[config.mk]
export PLATFORM = sky130hd
export DESIGN_NAME = uep_prog
export DESIGN_NICKNAME = d
export VERILOG_FILES = /design/src/hw/uep_timer.v /design/src/hw/uep_prog.v
export VERILOG_INCLUDE_DIRS = /design/src /design/src/hw
export SDC_FILE = /design/constraint.sdc
export NUM_CORES = 1
export LEC_CHECK = 0
export BUFFER_PORTS_ARGS = -buffer_cell sky130_fd_sc_hd__buf_4
export CORE_ASPECT_RATIO = 1.75
export CORE_UTILIZATION = 40
export DETAILED_ROUTE_END_ITERATION = 10
export GPL_TIMING_DRIVEN = 1
export PLACE_DENSITY_LB_ADDON = 0.05
export SYNTH_ARGS = -nofsm -noshare
export SYNTH_HDL_FRONTEND = slang
export SYNTH_HIERARCHICAL = 1
export SYNTH_SLANG_ARGS = --single-unit
[constraint.sdc]
create_clock -name core_clk_in -period 8.48 [get_ports core_clk_in]
set_clock_uncertainty 0.2 [all_clocks]
set_input_delay 0.424 -clock core_clk_in [delete_from_list [all_inputs] [get_ports core_clk_in]]
set_output_delay 0.424 -clock core_clk_in [all_outputs]
set_load 0.005 [all_outputs]
[src/hw/uep_consts.vh]
// Purpose: Shared constants for the erasable memory programmer
// Assumes: 25 MHz core clock, 40 ns period
// Notes:   Times are given in their own unit, counts derive from them
`ifndef UEP_CONSTS_VH
`define UEP_CONSTS_VH

// ****************************************
// Clock and timing
// ****************************************
`define UEP_CLK_KHZ          25000
`define UEP_FPW_US           1000
`define UEP_FPW_CYC          ((`UEP_FPW_US * `UEP_CLK_KHZ) / 1000)
`define UEP_CPW_US           50000
`define UEP_CPW_CYC          ((`UEP_CPW_US * `UEP_CLK_KHZ) / 1000)
`define UEP_SETUP_US         2
`define UEP_SETUP_CYC        ((`UEP_SETUP_US * `UEP_CLK_KHZ) / 1000)
`define UEP_OE_US            20
`define UEP_OE_CYC           ((`UEP_OE_US * `UEP_CLK_KHZ) / 1000)
`define UEP_SUPPLY_US        2
`define UEP_SUPPLY_CYC       ((`UEP_SUPPLY_US * `UEP_CLK_KHZ) / 1000)

// ****************************************
// Algorithm figures
// ****************************************
`define UEP_MAX_ROUNDS       15
`define UEP_OVER_FACTOR      4
`define UEP_ADDR_W           14
`define UEP_DATA_W           8

`endif

[src/hw/uep_timer.v]
// Purpose: Loadable down counter that times strobes and setup gaps
// Assumes: Load and count on the same core clock
// Notes:   Done is high while the count rests at zero
`timescale 1ns/1ps
module uep_timer #(
    parameter W = 24
) (
    // Clock and reset
    input  wire         core_clk_in,
    input  wire         rst_b_in,
    // Control
    input  wire         load_in,
    input  wire [W-1:0] value_in,
    // Status
    output wire         done_out
);
    reg [W-1:0] count;   // Remaining cycles

    // ****************************************
    // Count down from the loaded value
    // ****************************************
    always @(posedge core_clk_in or negedge rst_b_in) begin
        if (!rst_b_in) begin
            count <= {W{1'b0}};
        end else if (load_in) begin
            count <= value_in;
        end else if (count != {W{1'b0}}) begin
            count <= count - {{(W-1){1'b0}}, 1'b1};
        end
    end

    assign done_out = (count == {W{1'b0}});
endmodule // uep_timer

[src/hw/uep_prog.v]
// Purpose: Host controller that reads and programs an erasable memory
// Assumes: Memory pins driven directly; supplies switched by enables
// Notes:   Fast and conventional write algorithms, plus plain reads
// Function
// - Raise supplies with first write address, before its data
// - Verify each 1 ms pulse by reading
// - Repeat pulses until match or fifteen
// - Count pulses applied per location
// - Overprogram pulse lasts four times count
// - Overprogram pulse 3.8 to 63 ms
// - Initial fast pulse 0.95 to 1.05 ms
// - Step address up to last location
// - Drive all eight data bits in parallel
// - Conventional: one pulse, 45 to 55 ms
`timescale 1ns/1ps
`include "uep_consts.vh"
module uep_prog #(
    parameter AW     = `UEP_ADDR_W,
    parameter DW     = `UEP_DATA_W,
    parameter TW     = 24,
    parameter FPW    = `UEP_FPW_CYC,
    parameter CPW    = `UEP_CPW_CYC
) (
    // Clock and reset
    input  wire          core_clk_in,
    input  wire          rst_b_in,
    // User command side
    input  wire          start_in,
    input  wire [1:0]    op_in,
    input  wire [AW-1:0] first_addr_in,
    input  wire [AW-1:0] last_addr_in,
    output reg           data_req_out,
    output reg  [AW-1:0] data_req_addr_out,
    input  wire [DW-1:0] wr_data_in,
    output reg  [DW-1:0] rd_data_out,
    output reg           rd_valid_out,
    output reg           busy_out,
    output reg           done_out,
    output reg           fail_out,
    // Memory pins
    output reg  [AW-1:0] word_address_out,
    output reg           chip_sel_n_out,
    output reg           out_gate_n_out,
    output reg           program_strobe_n_out,
    output reg           prog_supply_en_out,
    output reg           core_6v_en_out,
    output reg  [DW-1:0] data_lines_out,
    output reg           data_lines_oe_out,
    input  wire [DW-1:0] data_lines_in
);
    // Operation codes
    localparam OP_READ  = 2'h0;
    localparam OP_FAST  = 2'h1;
    localparam OP_CONV  = 2'h2;
    // States
    localparam S_IDLE   = 4'h0;
    localparam S_PWR    = 4'h1;
    localparam S_ADDR   = 4'h2;
    localparam S_PULSE  = 4'h3;
    localparam S_VOE    = 4'h4;
    localparam S_VCMP   = 4'h5;
    localparam S_OVER   = 4'h6;
    localparam S_NEXT   = 4'h7;
    localparam S_RDOE   = 4'h8;
    localparam S_RDCAP  = 4'h9;
    localparam S_PWROFF = 4'ha;
    localparam S_DREQ   = 4'hb;
    reg  [3:0]    state;       // Sequencer state
    reg  [1:0]    op;          // Latched operation
    reg  [AW-1:0] last_addr;   // Final location
    reg  [DW-1:0] wdata;       // Word being written
    reg  [4:0]    pulses;      // Pulses applied here
    reg           tload;       // Timer load strobe
    reg  [TW-1:0] tval;        // Timer load value
    wire          tdone;       // Timer idle
    reg  [DW-1:0] din_s1, din_s2, din_s3;  // Three-stage sampling of data pins
    // Cycles of an overprogram pulse for a given pulse count, full width
    function [31:0] over_cycles;
        input [4:0] n;
        over_cycles = FPW * `UEP_OVER_FACTOR * n;
    endfunction
    // Timer load for a wait; a strobe loses one edge to the load and one to done
    function [TW-1:0] tload_val;
        input [31:0] v;
        input        strobe;
        tload_val = v[TW-1:0] - {{(TW-2){1'b0}}, strobe, 1'b0};
    endfunction

    uep_timer #(.W(TW)) u_timer (
        .core_clk_in (core_clk_in),
        .rst_b_in    (rst_b_in),
        .load_in     (tload),
        .value_in    (tval),
        .done_out    (tdone)
    );
    // ****************************************
    // Data pin sampling
    // ****************************************
    // Read data is stable well before sampled; stages 2 and 3 must agree
    always @(posedge core_clk_in or negedge rst_b_in) begin
        if (!rst_b_in) begin
            din_s1 <= {DW{1'b0}};
            din_s2 <= {DW{1'b0}};
            din_s3 <= {DW{1'b0}};
        end else begin
            din_s1 <= data_lines_in;
            din_s2 <= din_s1;
            din_s3 <= din_s2;
        end
    end
    // ****************************************
    // Sequencer
    // ****************************************
    always @(posedge core_clk_in or negedge rst_b_in) begin
        if (!rst_b_in) begin
            state                <= S_IDLE;
            op                   <= OP_READ;
            last_addr            <= {AW{1'b0}};
            wdata                <= {DW{1'b0}};
            pulses               <= 5'h00;
            tload                <= 1'b0;
            tval                 <= {TW{1'b0}};
            data_req_out         <= 1'b0;
            data_req_addr_out    <= {AW{1'b0}};
            rd_data_out          <= {DW{1'b0}};
            rd_valid_out         <= 1'b0;
            busy_out             <= 1'b0;
            done_out             <= 1'b0;
            fail_out             <= 1'b0;
            word_address_out     <= {AW{1'b0}};
            chip_sel_n_out       <= 1'b1;
            out_gate_n_out       <= 1'b1;
            program_strobe_n_out <= 1'b1;
            prog_supply_en_out   <= 1'b0;
            core_6v_en_out       <= 1'b0;
            data_lines_out       <= {DW{1'b0}};
            data_lines_oe_out    <= 1'b0;
        end else begin
            // Pulses default low
            tload        <= 1'b0;
            data_req_out <= 1'b0;
            rd_valid_out <= 1'b0;
            done_out     <= 1'b0;
            case (state)
                S_IDLE: begin
                    // Standby: chip-select high floats the memory
                    chip_sel_n_out <= 1'b1;
                    out_gate_n_out <= 1'b1;
                    if (start_in) begin
                        op               <= op_in;
                        last_addr        <= last_addr_in;
                        word_address_out <= first_addr_in;
                        busy_out         <= 1'b1;
                        fail_out         <= 1'b0;
                        if (op_in == OP_READ) begin
                            chip_sel_n_out <= 1'b0;
                            out_gate_n_out <= 1'b0;  // Read mode
                            tload          <= 1'b1;
                            tval           <= tload_val(`UEP_SETUP_CYC, 1'b0);
                            state          <= S_RDOE;
                        end else begin
                            // Supplies and address together, data afterwards
                            prog_supply_en_out <= 1'b1;
                            core_6v_en_out     <= (op_in == OP_FAST);
                            tload              <= 1'b1;
                            tval               <= tload_val(`UEP_SUPPLY_CYC, 1'b0);
                            state              <= S_PWR;
                        end
                    end
                end
                S_RDOE: begin
                    if (tdone && !tload) begin
                        state <= S_RDCAP;
                    end
                end
                S_RDCAP: begin
                    // Settled word taken once the sampled stages agree
                    if (din_s2 == din_s3) begin
                        rd_data_out  <= din_s3;
                        rd_valid_out <= 1'b1;
                        state        <= S_NEXT;
                    end
                end
                S_PWR: begin
                    if (tdone && !tload) begin
                        state <= S_DREQ;
                    end
                end
                S_DREQ: begin
                    // Ask for this location's word; user answers next cycle
                    data_req_out      <= 1'b1;
                    data_req_addr_out <= word_address_out;
                    state             <= S_ADDR;
                    pulses            <= 5'h00;
                end
                S_ADDR: begin
                    if (!data_req_out) begin
                        // Present address and all data bits
                        wdata             <= wr_data_in;
                        data_lines_out    <= wr_data_in;
                        data_lines_oe_out <= 1'b1;
                        chip_sel_n_out    <= 1'b0;
                        tload             <= 1'b1;
                        tval              <= tload_val((op == OP_FAST) ? FPW : CPW, 1'b1);
                        program_strobe_n_out <= 1'b0;
                        pulses            <= pulses + 5'h01;
                        state             <= S_PULSE;
                    end
                end
                S_PULSE: begin
                    if (tdone && !tload) begin
                        program_strobe_n_out <= 1'b1;
                        data_lines_oe_out    <= 1'b0;
                        if (op == OP_CONV) begin
                            state <= S_NEXT;  // Single pulse per location
                        end else begin
                            tload <= 1'b1;
                            tval  <= tload_val(`UEP_OE_CYC, 1'b0);
                            state <= S_VOE;
                        end
                    end
                end
                S_VOE: begin
                    // Verify read after each 1 ms fast pulse
                    out_gate_n_out <= 1'b0;
                    if (tdone && !tload && (din_s2 == din_s3)) begin
                        state <= S_VCMP;
                    end
                end
                S_VCMP: begin
                    // Either way a strobe starts with the word driven again
                    out_gate_n_out       <= 1'b1;
                    data_lines_oe_out    <= 1'b1;
                    program_strobe_n_out <= 1'b0;
                    tload                <= 1'b1;
                    if (din_s3 == wdata || pulses == `UEP_MAX_ROUNDS) begin
                        // Loop over: overprogram 4 x count ms
                        fail_out <= (din_s3 != wdata);
                        tval     <= tload_val(over_cycles(pulses), 1'b1);
                        state    <= S_OVER;
                    end else begin
                        // Another 1 ms round
                        tval   <= tload_val(FPW, 1'b1);
                        pulses <= pulses + 5'h01;
                        state  <= S_PULSE;
                    end
                end
                S_OVER: begin
                    if (tdone && !tload) begin
                        program_strobe_n_out <= 1'b1;
                        data_lines_oe_out    <= 1'b0;
                        state                <= S_NEXT;
                    end
                end
                S_NEXT: begin
                    // Step through to the last address
                    out_gate_n_out <= 1'b1;
                    if (word_address_out == last_addr || fail_out) begin
                        chip_sel_n_out     <= 1'b1;
                        prog_supply_en_out <= 1'b0;
                        tload              <= 1'b1;
                        tval               <= tload_val(`UEP_SUPPLY_CYC, 1'b0);
                        state              <= S_PWROFF;
                    end else begin
                        word_address_out <= word_address_out + {{(AW-1){1'b0}}, 1'b1};
                        if (op == OP_READ) begin
                            out_gate_n_out <= 1'b0;
                            tload          <= 1'b1;
                            tval           <= tload_val(`UEP_SETUP_CYC, 1'b0);
                            state          <= S_RDOE;
                        end else begin
                            state <= S_DREQ;
                        end
                    end
                end
                S_PWROFF: begin
                    // Core supply removed after the program supply
                    if (tdone && !tload) begin
                        core_6v_en_out <= 1'b0;
                        busy_out       <= 1'b0;
                        done_out       <= 1'b1;
                        state          <= S_IDLE;
                    end
                end
                default: begin
                    state <= S_IDLE;
                end
            endcase
        end
    end
endmodule // uep_prog

; ---- Word level (Yosys, flattened, before mapping)
; Cells that the tools add are included.
[totals]
register_bits = 153
in_bits = 49
out_inout_bits = 55
wordCells = 170
[classes]
add_sub_neg = 5
n_mul = 1
eq_ne = 36
mux = 69
bitwise = 1
n_reduce_logical = 33
[ops]
columns = operator, count
row1 = $mux W24, 9
row2 = $pmux W24 S5, 1
row3 = $pmux W4 S12, 1
row4 = $mux W4, 10
row5 = $ne A2 B2 Y1 const B, 15
row6 = $mux W1, 28
row7 = $mux W14, 2
row8 = $pmux W14 S2, 1
row9 = $logic_not A24 Y1, 1
row10 = $reduce_bool A24 Y1, 1
row11 = $sub A24 B1 Y24 const B, 1
row12 = $sub A22 B2 Y23 const B, 1
row13 = $sub A21 B2 Y22 const B, 1
row14 = $mux W21, 1
row15 = $reduce_and A3 Y1, 6
row16 = $mul A12 B5 Y17 const A, 1
row17 = $eq A4 B3 Y1 const B, 4
row18 = $eq A4 B4 Y1 const B, 4
row19 = $eq A8 B8 Y1, 2
row20 = $pmux W5 S3, 1
row21 = $add A14 B1 Y14 const B, 1
row22 = $eq A14 B14 Y1, 1
row23 = $mux W5, 2
row24 = $pmux W1 S3, 3
row25 = 29 further kinds, 47

; ---- Longest topological paths before layout
; Gate-level depths: netlist of the first run.
[depth]
depth_word = 5
ltp_mapped = 14
depth_no_buf = 14

; ---- By module
; Netlist of the first run, hierarchy kept.
[by_module_without_submodules]
columns = mod, instances, cells_each, area_per_inst_um2, seq_area_each_um2
row1 = uep_prog, 1, 727, 6804.0, 3181.8
row2 = uep_timer, 1, 156, 1485.2, 600.6

; ---- Worst setup path before layout of the first run
; Ideal clock, no wire load.
[synth_timing]
path_type = register -> register
from = register pulses[2]
to = register tval[21]
setup_time_ps = 131
arrival_ps = 3501
t_required_ps = 8149
setup_slack_ps = 4648
stages_incl_launch_ff = 15
path_buffers = 1
synth_period_minus_slack_ps = 3832
path_cell_list = dfrtp_1 -> ha_1 -> xor2_1 -> ha_1 -> ha_1 -> ha_1 -> buf_6 -> a211oi_4 -> o21ai_2 -> a2111oi_4 -> o31ai_1 -> a2111o_1 -> nor4_2 -> xor2_1 -> o21ai_1
[synth_via]
elab_chain_cells = 4
elab_cells_between_ends = 6
cone_classes = 1 x add/sub / 1 x mul / 1 x eq/ne / 2 x mux / 1 x reduce/logical
[synth_lines]
columns = item, line_no
row1 = start: declaration, uep_prog.v:72  ; reg [4:0] pulses;
row2 = start signal: assignment, uep_prog.v:206  ; pulses <= pulses + 5'h01;
row3 = start signal: assignment, uep_prog.v:244  ; pulses <= pulses + 5'h01;
row4 = $mul A12 B5 Y17 or $eq A5 B4 Y1 (tied branches), n/a
row5 = $sub A22 B2 Y23 or $logic_or A1 B1 Y1 (tied branches), n/a
row6 = $mux W24 (*), uep_prog.v:236  ; if (din_s3 == wdata || pulses == `UEP_MAX_ROUNDS) begin
row7 = $pmux W24 S5 (*), uep_prog.v:144  ; case (state)
row8 = end signal: assignment, uep_prog.v:159  ; tval <= tload_val(`UEP_SETUP_CYC, 1'b0);
row9 = end signal: assignment, uep_prog.v:239  ; tval <= tload_val(over_cycles(pulses), 1'b1);
row10 = end signal: assignment, uep_prog.v:243  ; tval <= tload_val(FPW, 1'b1);
row11 = end: declaration, uep_prog.v:74  ; reg [TW-1:0] tval;
; Every way passes the cells marked *; elsewhere a longest branch is shown, timed or not.
; A chain may end at the register's enable or synchronous reset.

; ---- Final worst setup path of the first run
; Same ends and word-level chain as after synthesis.

==> reports/metrics.yaml, run 1 <==
grt_max_degree: 85
viasPerCell: 5.42
ys_warn_count: 6
ys_ff_latch: 151
worstPathCellList: "ha_1 -> xor2_1 -> ha_1 -> a21o_1 -> ha_1 -> ha_1 -> o21ai_1 -> a22o_2 -> o221ai_1 -> xor2_1 -> a2111o_1 -> nor4_2 -> xor2_1 -> o21ai_1"
grt_pass1_vias: 6785
cp.arrival_ps: 4240
period_share: 0.486
placed_cell_area_mm2: 0.00927
synthesis.area_mm2: 0.00829
p_leak_nw: 4.76
relSlewSlack: 0.315
dr_wl_met2_mm: 11.8
synth_simple_gate_area_frac: 0.193
detail_route.wl_per_cell_um: 17.6
rsz0062_at_grt: "no"
routed.top_layer: "met4"
p_comb_frac: 0.068
ys.flop_type: "dfrtp_1"
syn2layout_area_growth_pct: 21.5
grt_pass1_wl_mm: 35.5
final_area_mm2: 0.0101
synthXorXnorAreaFrac: 0.0782
gp_congestion: 0.862
path_delay_family: "compound AO/OA/AOI/OAI gates"
synth_edf_count: 0
drtIter0Drc: 389
drv_cap: 0
totalWireLength_mm: 22.1
cts_buffers: 17
reg2reg_from: "pulses[2]$_DFFE_PN0P_"
switchingPower_mw: 0.426
cts_num_sinks: 151
min_path_cells: 3
ys_top_cells_by_area: "dfrtp_1 (45%), nand2_1 (6.8%), ha_1 (5.3%)"
overflow: 0
power.density_mw_per_mm2: 161
cp_slowest_cell: "a2111o_1"
worstPathMaxFanout: 6
coreArea_mm2: 0.0203
r2r_setup_slack_ps: 4360
syn_inst: 883
numPortBuffers: 103
num_rows: 69
antenna_found_initial: 0
hpwlAfterDp_mm: 16.4
hold_end: "op[0]$_DFFE_PN0P_"
synth_cell_type_count: 80
die_x_um: 111
slew_violations: 0
crit_type: "flip-flop to flip-flop"
track_usage: 0.214
crit_buf_inv: 0
layout-drive-gt1-share: 0.191
cts_max_path_buffers: 2
synthMuxAreaShare: 0.0308
period_minus_slack_ps: 4120
start_util: 0.409
timing.setup.tns_ps: 0
hold_start: "op_in[0]"
ctsResizeCount: 0
swShare: 0.263
cp_common_cell: "ha_1"
die_area_mm2: 0.0213
nNetsFinal: 1084
post_cts_buffers: 0
intPower_mw: 1.20
max_freq_mhz: 243
yosysTopAreaCellShare: 0.447
h-tree-depth: 4
tritoncts: "yes"
synth_fa_ha_area_frac: 0.0552
clock_latency_ps: 430
num-fill-cells: 1939
syn_avg_cell_area_um2: 9.39
async_reset_ff_frac: 1.00
required_ps: 8600
ys_top_cells_by_count: "nand2_1 (150), dfrtp_1 (148), nor2_1 (66)"
fin_ws_ps: 4360
dr_wl_met3_um: 816
r2r_end: "tval[21]$_DFFE_PN0P_"
vias: 6827
critPathCaptureType: "flip-flop"
synth_top_family_by_area: "simple AND/OR/NAND/NOR gates"
min_path_type: "input pin to flip-flop"
antenna_cells: 0
setup-violations-final: 0
syn_nets: 968
antenna_left: 0
status: "finished clean"
cts-root-buf: "clkbuf_16"
yosys.area.top_type: "dfrtp_1"
cpPeakStageDelay_ps: 480
drc_errors: 0
path_clk_slew_ps: 70
hold_viol: 0
yosysMostFrequentCell: "nand2_1"
r2r_cells: 14
synth-compound-area-share: 0.154
pre_cts_ws_ps: 4340
p_seq_frac: 0.477
design.portCount: 104
synth_seq_area_share: 0.456
wl_met1_mm: 8.48
dr.pass1.iters: 5
tightest_slew_ps: 1010
ir_worst_vdd_uv: 143
clkPwrFrac: 0.456
die_y_um: 192
critPathLaunchType: "flip-flop"
==> worst max-delay path by stage <==
stage	startpoint	end	slack, ps	cells past startpoint
finish	pulses[2]$_DFFE_PN0P_	tval[21]$_DFFE_PN0P_	4360	14
global route	pulses[2]$_DFFE_PN0P_	tval[21]$_DFFE_PN0P_	4070	14
CTS	pulses[2]$_DFFE_PN0P_	tval[21]$_DFFE_PN0P_	4330	14
detailed placement	pulses[2]$_DFFE_PN0P_	tval[21]$_DFFE_PN0P_	4340	14
global placement	pulses[2]$_DFFE_PN0P_	tval[21]$_DFFE_PN0P_	4380	14
floorplan	pulses[2]$_DFFE_PN0P_	tval[21]$_DFFE_PN0P_	4650	14
==> cell families after synthesis <==
group	Yosys count
compound gates	199
xor+xnor	74
fa+ha+maj	36
buf+inv	62
flops	151
mux	23
other cells	1
simple gates	337
==> timing repair <==
action / CTS / global route
hold buffers: 23 / 0
endpoints found under the hold margin: 103 / 0
endpoints found under the setup margin: 0 / 0
==> sequential cells by signal, indices dropped and copies added (netlist names), 14 cells and up <==
register	cells
word_address_out	14
u_timer/count	24
data_req_addr_out	14
last_addr	14
tval	22
==> routing by layer <==
metal  global-route usage  vias up
li1                     -     3339
met1                0.229     3281
met2                0.391      155
met3               0.0440       52
met4                0.122        0
met5                    0        -
==> worst register-to-register path, stage by stage, from the launching register on <==
cell      delay, ps
dfrtp_1         460
ha_1            250
xor2_1          160
ha_1            190
a21o_1          150
ha_1            270
ha_1            400
o21ai_1         140
a22o_2          320
o221ai_1        280
xor2_1          190
a2111o_1        480
nor4_2          290
xor2_1          170
o21ai_1          70
==> cells in the final DEF, fill, tap and decap left out, drive strengths merged, types with 7 or more instances in the layout <==
master and n:
a211oi 8, nand2 150, nand3 26, a21oi 61, xnor2 40, or2 7, inv 34, nand4 9
o21ai 58, dlygate4sd3 23, a31oi 9, buf 109, nor2 68, xor2 34, nor4 12, nor3 21
or3 7, dfrtp 148, mux2 20, clkbuf 18, ha 35
==> cell type report <==
class | instances | area (um^2) | share of cell area
flip-flops and latches | 151 | 3780 | 0.376
well taps | 248 | 310 | 0.0308
clock buffers | 18 | 439 | 0.0436
multi-input cells | 670 | 4250 | 0.422
inverters | 27 | 101 | 0.0101
repair buffers | 132 | 1050 | 0.104
clock inverters | 14 | 135 | 0.0134
==> per-stage QoR <==
step / power (mW) / util / cells / hold slack [ps]
finish: 1.62 / 0.496 / 1260 / 13.8
global route: 1.69 / 0.496 / 1260 / 1.97
CTS: 1.64 / 0.496 / 1260 / 0.964
detailed placement: 0.890 / 0.457 / 1205 / 135
global placement: 0.890 / 0.457 / 1205 / 133
floorplan: 0.838 / - / 883 / -71.6
==> power by group through the flow <==
stage / Combinational (mW) / Sequential (mW) / Clock (mW)
after floorplan: 0.0557 / 0.782 / 0
after global placement: 0.103 / 0.786 / 0
after detailed placement: 0.102 / 0.788 / 0
after CTS: 0.112 / 0.774 / 0.759
after global routing: 0.123 / 0.778 / 0.791
final: 0.110 / 0.774 / 0.739
No activity file was read; power rests on OpenSTA's default activity.
==> inputs of run 2 (changes only) <==
- clock period: 8.48 -> 3.9 ns (I/O delays scaled with it)
==> run 2 against run 1 <==
Compared with the run above:
- first-iteration DRC count decreased by 16%
- critical path type unchanged
- clock-buffer cell count fell by 1
- sequential power is 120% higher
- flip-flop and latch count did not move
- worst hold slack better by 140 ps
- largest cell class unchanged
- die area did not move
- utilization rose by 3.2 points
==> reports/metrics.yaml, run 2 (synthesis gave the netlist of run 1 again) <==
reg2reg_from: "pulses[2]$_DFFE_PN0P_"  # unchanged
r2r_end: "tval[21]$_DFFE_PN0P_"  # unchanged
cts_num_sinks: 151  # unchanged
path_clk_slew_ps: 70  # about the same
reg_top3: "u_timer/count: 24 flops, tval: 22 flops"  # unchanged
largest_register_ffs: 24  # unchanged
num-fill-cells: 1867  # was 1,939
crit_buf_inv: 1  # was 0
antenna_cells: 0  # unchanged
die_y_um: 192  # unchanged
cpPeakStageDelay_ps: 410  # was 480 ps
tritoncts: "yes"  # unchanged
design.portCount: 104  # unchanged
slew_violations: 0  # unchanged
r2r_setup_slack_ps: 140  # was 4360 ps
gp_congestion: 0.835  # was 0.862
numPortBuffers: 103  # unchanged
coreArea_mm2: 0.0203  # unchanged
syn2layout_area_growth_pct: 29.3  # was 21.5%
cp_num_cells: 14  # unchanged
max_freq_mhz: 266  # was 243 MHz
antenna_left: 0  # unchanged
num_rows: 69  # unchanged
cts_max_path_buffers: 2  # unchanged
crit_start: "pulses[2]$_DFFE_PN0P_"  # unchanged
path_delay_family: "adder cells"  # was compound AO/OA/AOI/OAI gates
p_leak_nw: 5.09  # was 4.76 nW
power.density_mw_per_mm2: 344  # was 161 mW/mm^2
grt_pass1_vias: 7231  # was 6,785
die_x_um: 111  # unchanged
r2r_cells: 14  # unchanged
top_register: "u_timer/count"  # unchanged
start_util: 0.409  # unchanged
track_usage: 0.219  # was 0.214
cts-root-buf: "clkbuf_16"  # unchanged
detail_route.wl_per_cell_um: 16.8  # was 17.6 um
drc_errors: 0  # unchanged
vias: 6967  # was 6,827
worstPathMaxFanout: 5  # was 6
cp-endpoint: "tval[21]$_DFFE_PN0P_"  # unchanged
grt_pass1_wl_mm: 36.7  # was 35.5 mm
period_share: 0.963  # was 0.486
setup-violations-final: 0  # unchanged
layout_common_cells: "nand2_1 (150), dfrtp_1 (148), buf_4 (143)"  # was nand2_1 (150), dfrtp_1 (148), buf_4 (108)
dr.pass1.iters: 4  # was 5
final_common_cell: "nand2_1"  # unchanged
cp.arrival_ps: 3870  # was 4240 ps
ir_worst_vdd_uv: 278  # was 143 uV
cp_slowest_cell: "dfrtp_1"  # was a2111o_1
relSlewSlack: 0.352  # was 0.315
hpwlAfterDp_mm: 16.4  # about the same
rsz0062_at_grt: "no"  # unchanged
required_ps: 4020  # was 8600 ps
period_minus_slack_ps: 3760  # was 4120 ps
status: "finished clean"  # unchanged
hold_viol: 0  # unchanged
worstPathCellList: "ha_2 -> xor2_1 -> ha_1 -> a21o_1 -> ha_1 -> ha_4 -> buf_4 -> or3_1 -> a21o_1 -> a211oi_4 -> nand3_2 -> nor4_2 -> xor2_1 -> o21ai_1"  # was ha_1 -> xor2_1 -> ha_1 -> a21o_1 -> ha_1 -> ha_1 -> o21ai_1 -> a22o_2 -> o221ai_1 -> xor2_1 -> a2111o_1 -> nor4_2 -> xor2_1 -> o21ai_1
cts_buffers: 17  # unchanged
viasPerCell: 5.27  # was 5.42
drtIter0Drc: 328  # was 389
grt_max_degree: 86  # was 85
min_path_type: "flip-flop to flip-flop"  # was input pin to flip-flop
h-tree-depth: 4  # unchanged
crit_type: "flip-flop to flip-flop"  # unchanged
nNetsFinal: 1145  # was 1,084
total_power_mw: 3.69  # was 1.62 mW
die_area_mm2: 0.0213  # unchanged
overflow: 0  # unchanged
drv_cap: 0  # unchanged
timing.setup.tns_ps: 0  # unchanged
critPathCaptureType: "flip-flop"  # unchanged
layout-drive-gt1-share: 0.221  # was 0.191
antenna_found_initial: 0  # unchanged
totalWireLength_mm: 22.2  # was 22.1 mm
tightest_slew_ps: 957  # was 1010 ps
critPathLaunchType: "flip-flop"  # unchanged
clock_latency_ps: 430  # about the same
==> run 2: worst min-delay path by stage <==
| stage | from | endpoint | slack, ps | cells after the start |
|---|---|---|---|---|
| 3_5_place_dp | data_lines_in[7] | din_s1[7]$_DFF_PN0_ | 110 | 1 |
| 3_3_place_gp | data_lines_in[7] | din_s1[7]$_DFF_PN0_ | 100 | 1 |
| 6_report | din_s1[1]$_DFF_PN0_ | din_s2[1]$_DFF_PN0_ | 150 | 0 |
| 4_1_cts | din_s1[3]$_DFF_PN0_ | din_s2[3]$_DFF_PN0_ | 150 | 0 |
| 2_1_floorplan | rst_b_in | busy_out$_DFFE_PN0P_ | -300 | 0 |
| 5_1_grt | din_s1[4]$_DFF_PN0_ | din_s2[4]$_DFF_PN0_ | 160 | 0 |
==> run 2: what timing repair did <==
action,in CTS,in global routing
hold endpoints to repair,132,0
buffers inserted,0,3
pin swaps,1,7
cloned,0,0
gates resized for setup,0,10
hold buffers,48,0
endpoints found under the setup margin,1,6
==> run 2: routing by layer <==
metal,track usage,wire length (um),vias up
li1,-,-,3456
met1,0.237,8600,3362
met2,0.421,12400,120
met3,0.0386,726,29
met4,0.0815,460,0
met5,0,0,-
==> run 2: layout make-up <==
type                       instances  area [um^2]  area share
clock buffer                      17          425      0.0397
tap                              248          310      0.0289
sequential                       151         3780       0.353
multi-input combinational        670         4320       0.403
clock inverter                    15          200      0.0187
timing repair buffer             193         1590       0.148
inverter                          27          101     0.00945
==> run 2: metrics by stage <==
stage / instance area [um^2] / utilization / hold WS, ps / setup slack (ps) / cells
after floorplan: 8290 / - / -301 / 68.2 / 883
after global placement: 9530 / 0.470 / 104 / 18.0 / 1238
after detailed placement: 9530 / 0.470 / 105 / 14.3 / 1238
after CTS: 10600 / 0.524 / 151 / 9.78 / 1318
after global routing: 10700 / 0.528 / 160 / 3.11 / 1321
final: 10700 / 0.528 / 149 / 143 / 1321
==> run 2: worst register-to-register path: stages, from the launching register on <==
cell and delay (ps):
dfrtp_1 410, ha_2 200, xor2_1 160, ha_1 200, a21o_1 150, ha_1 310
ha_4 260, buf_4 150, or3_1 360, a21o_1 200, a211oi_4 320, nand3_2 170
nor4_2 310, xor2_1 170, o21ai_1 70
==> run 2: power by group <==
part	internal [mW]	total [mW]	switching [mW]
logic	0.135	0.254	0.119
clock network	0.985	1.75	0.765
registers	1.62	1.68	0.0611
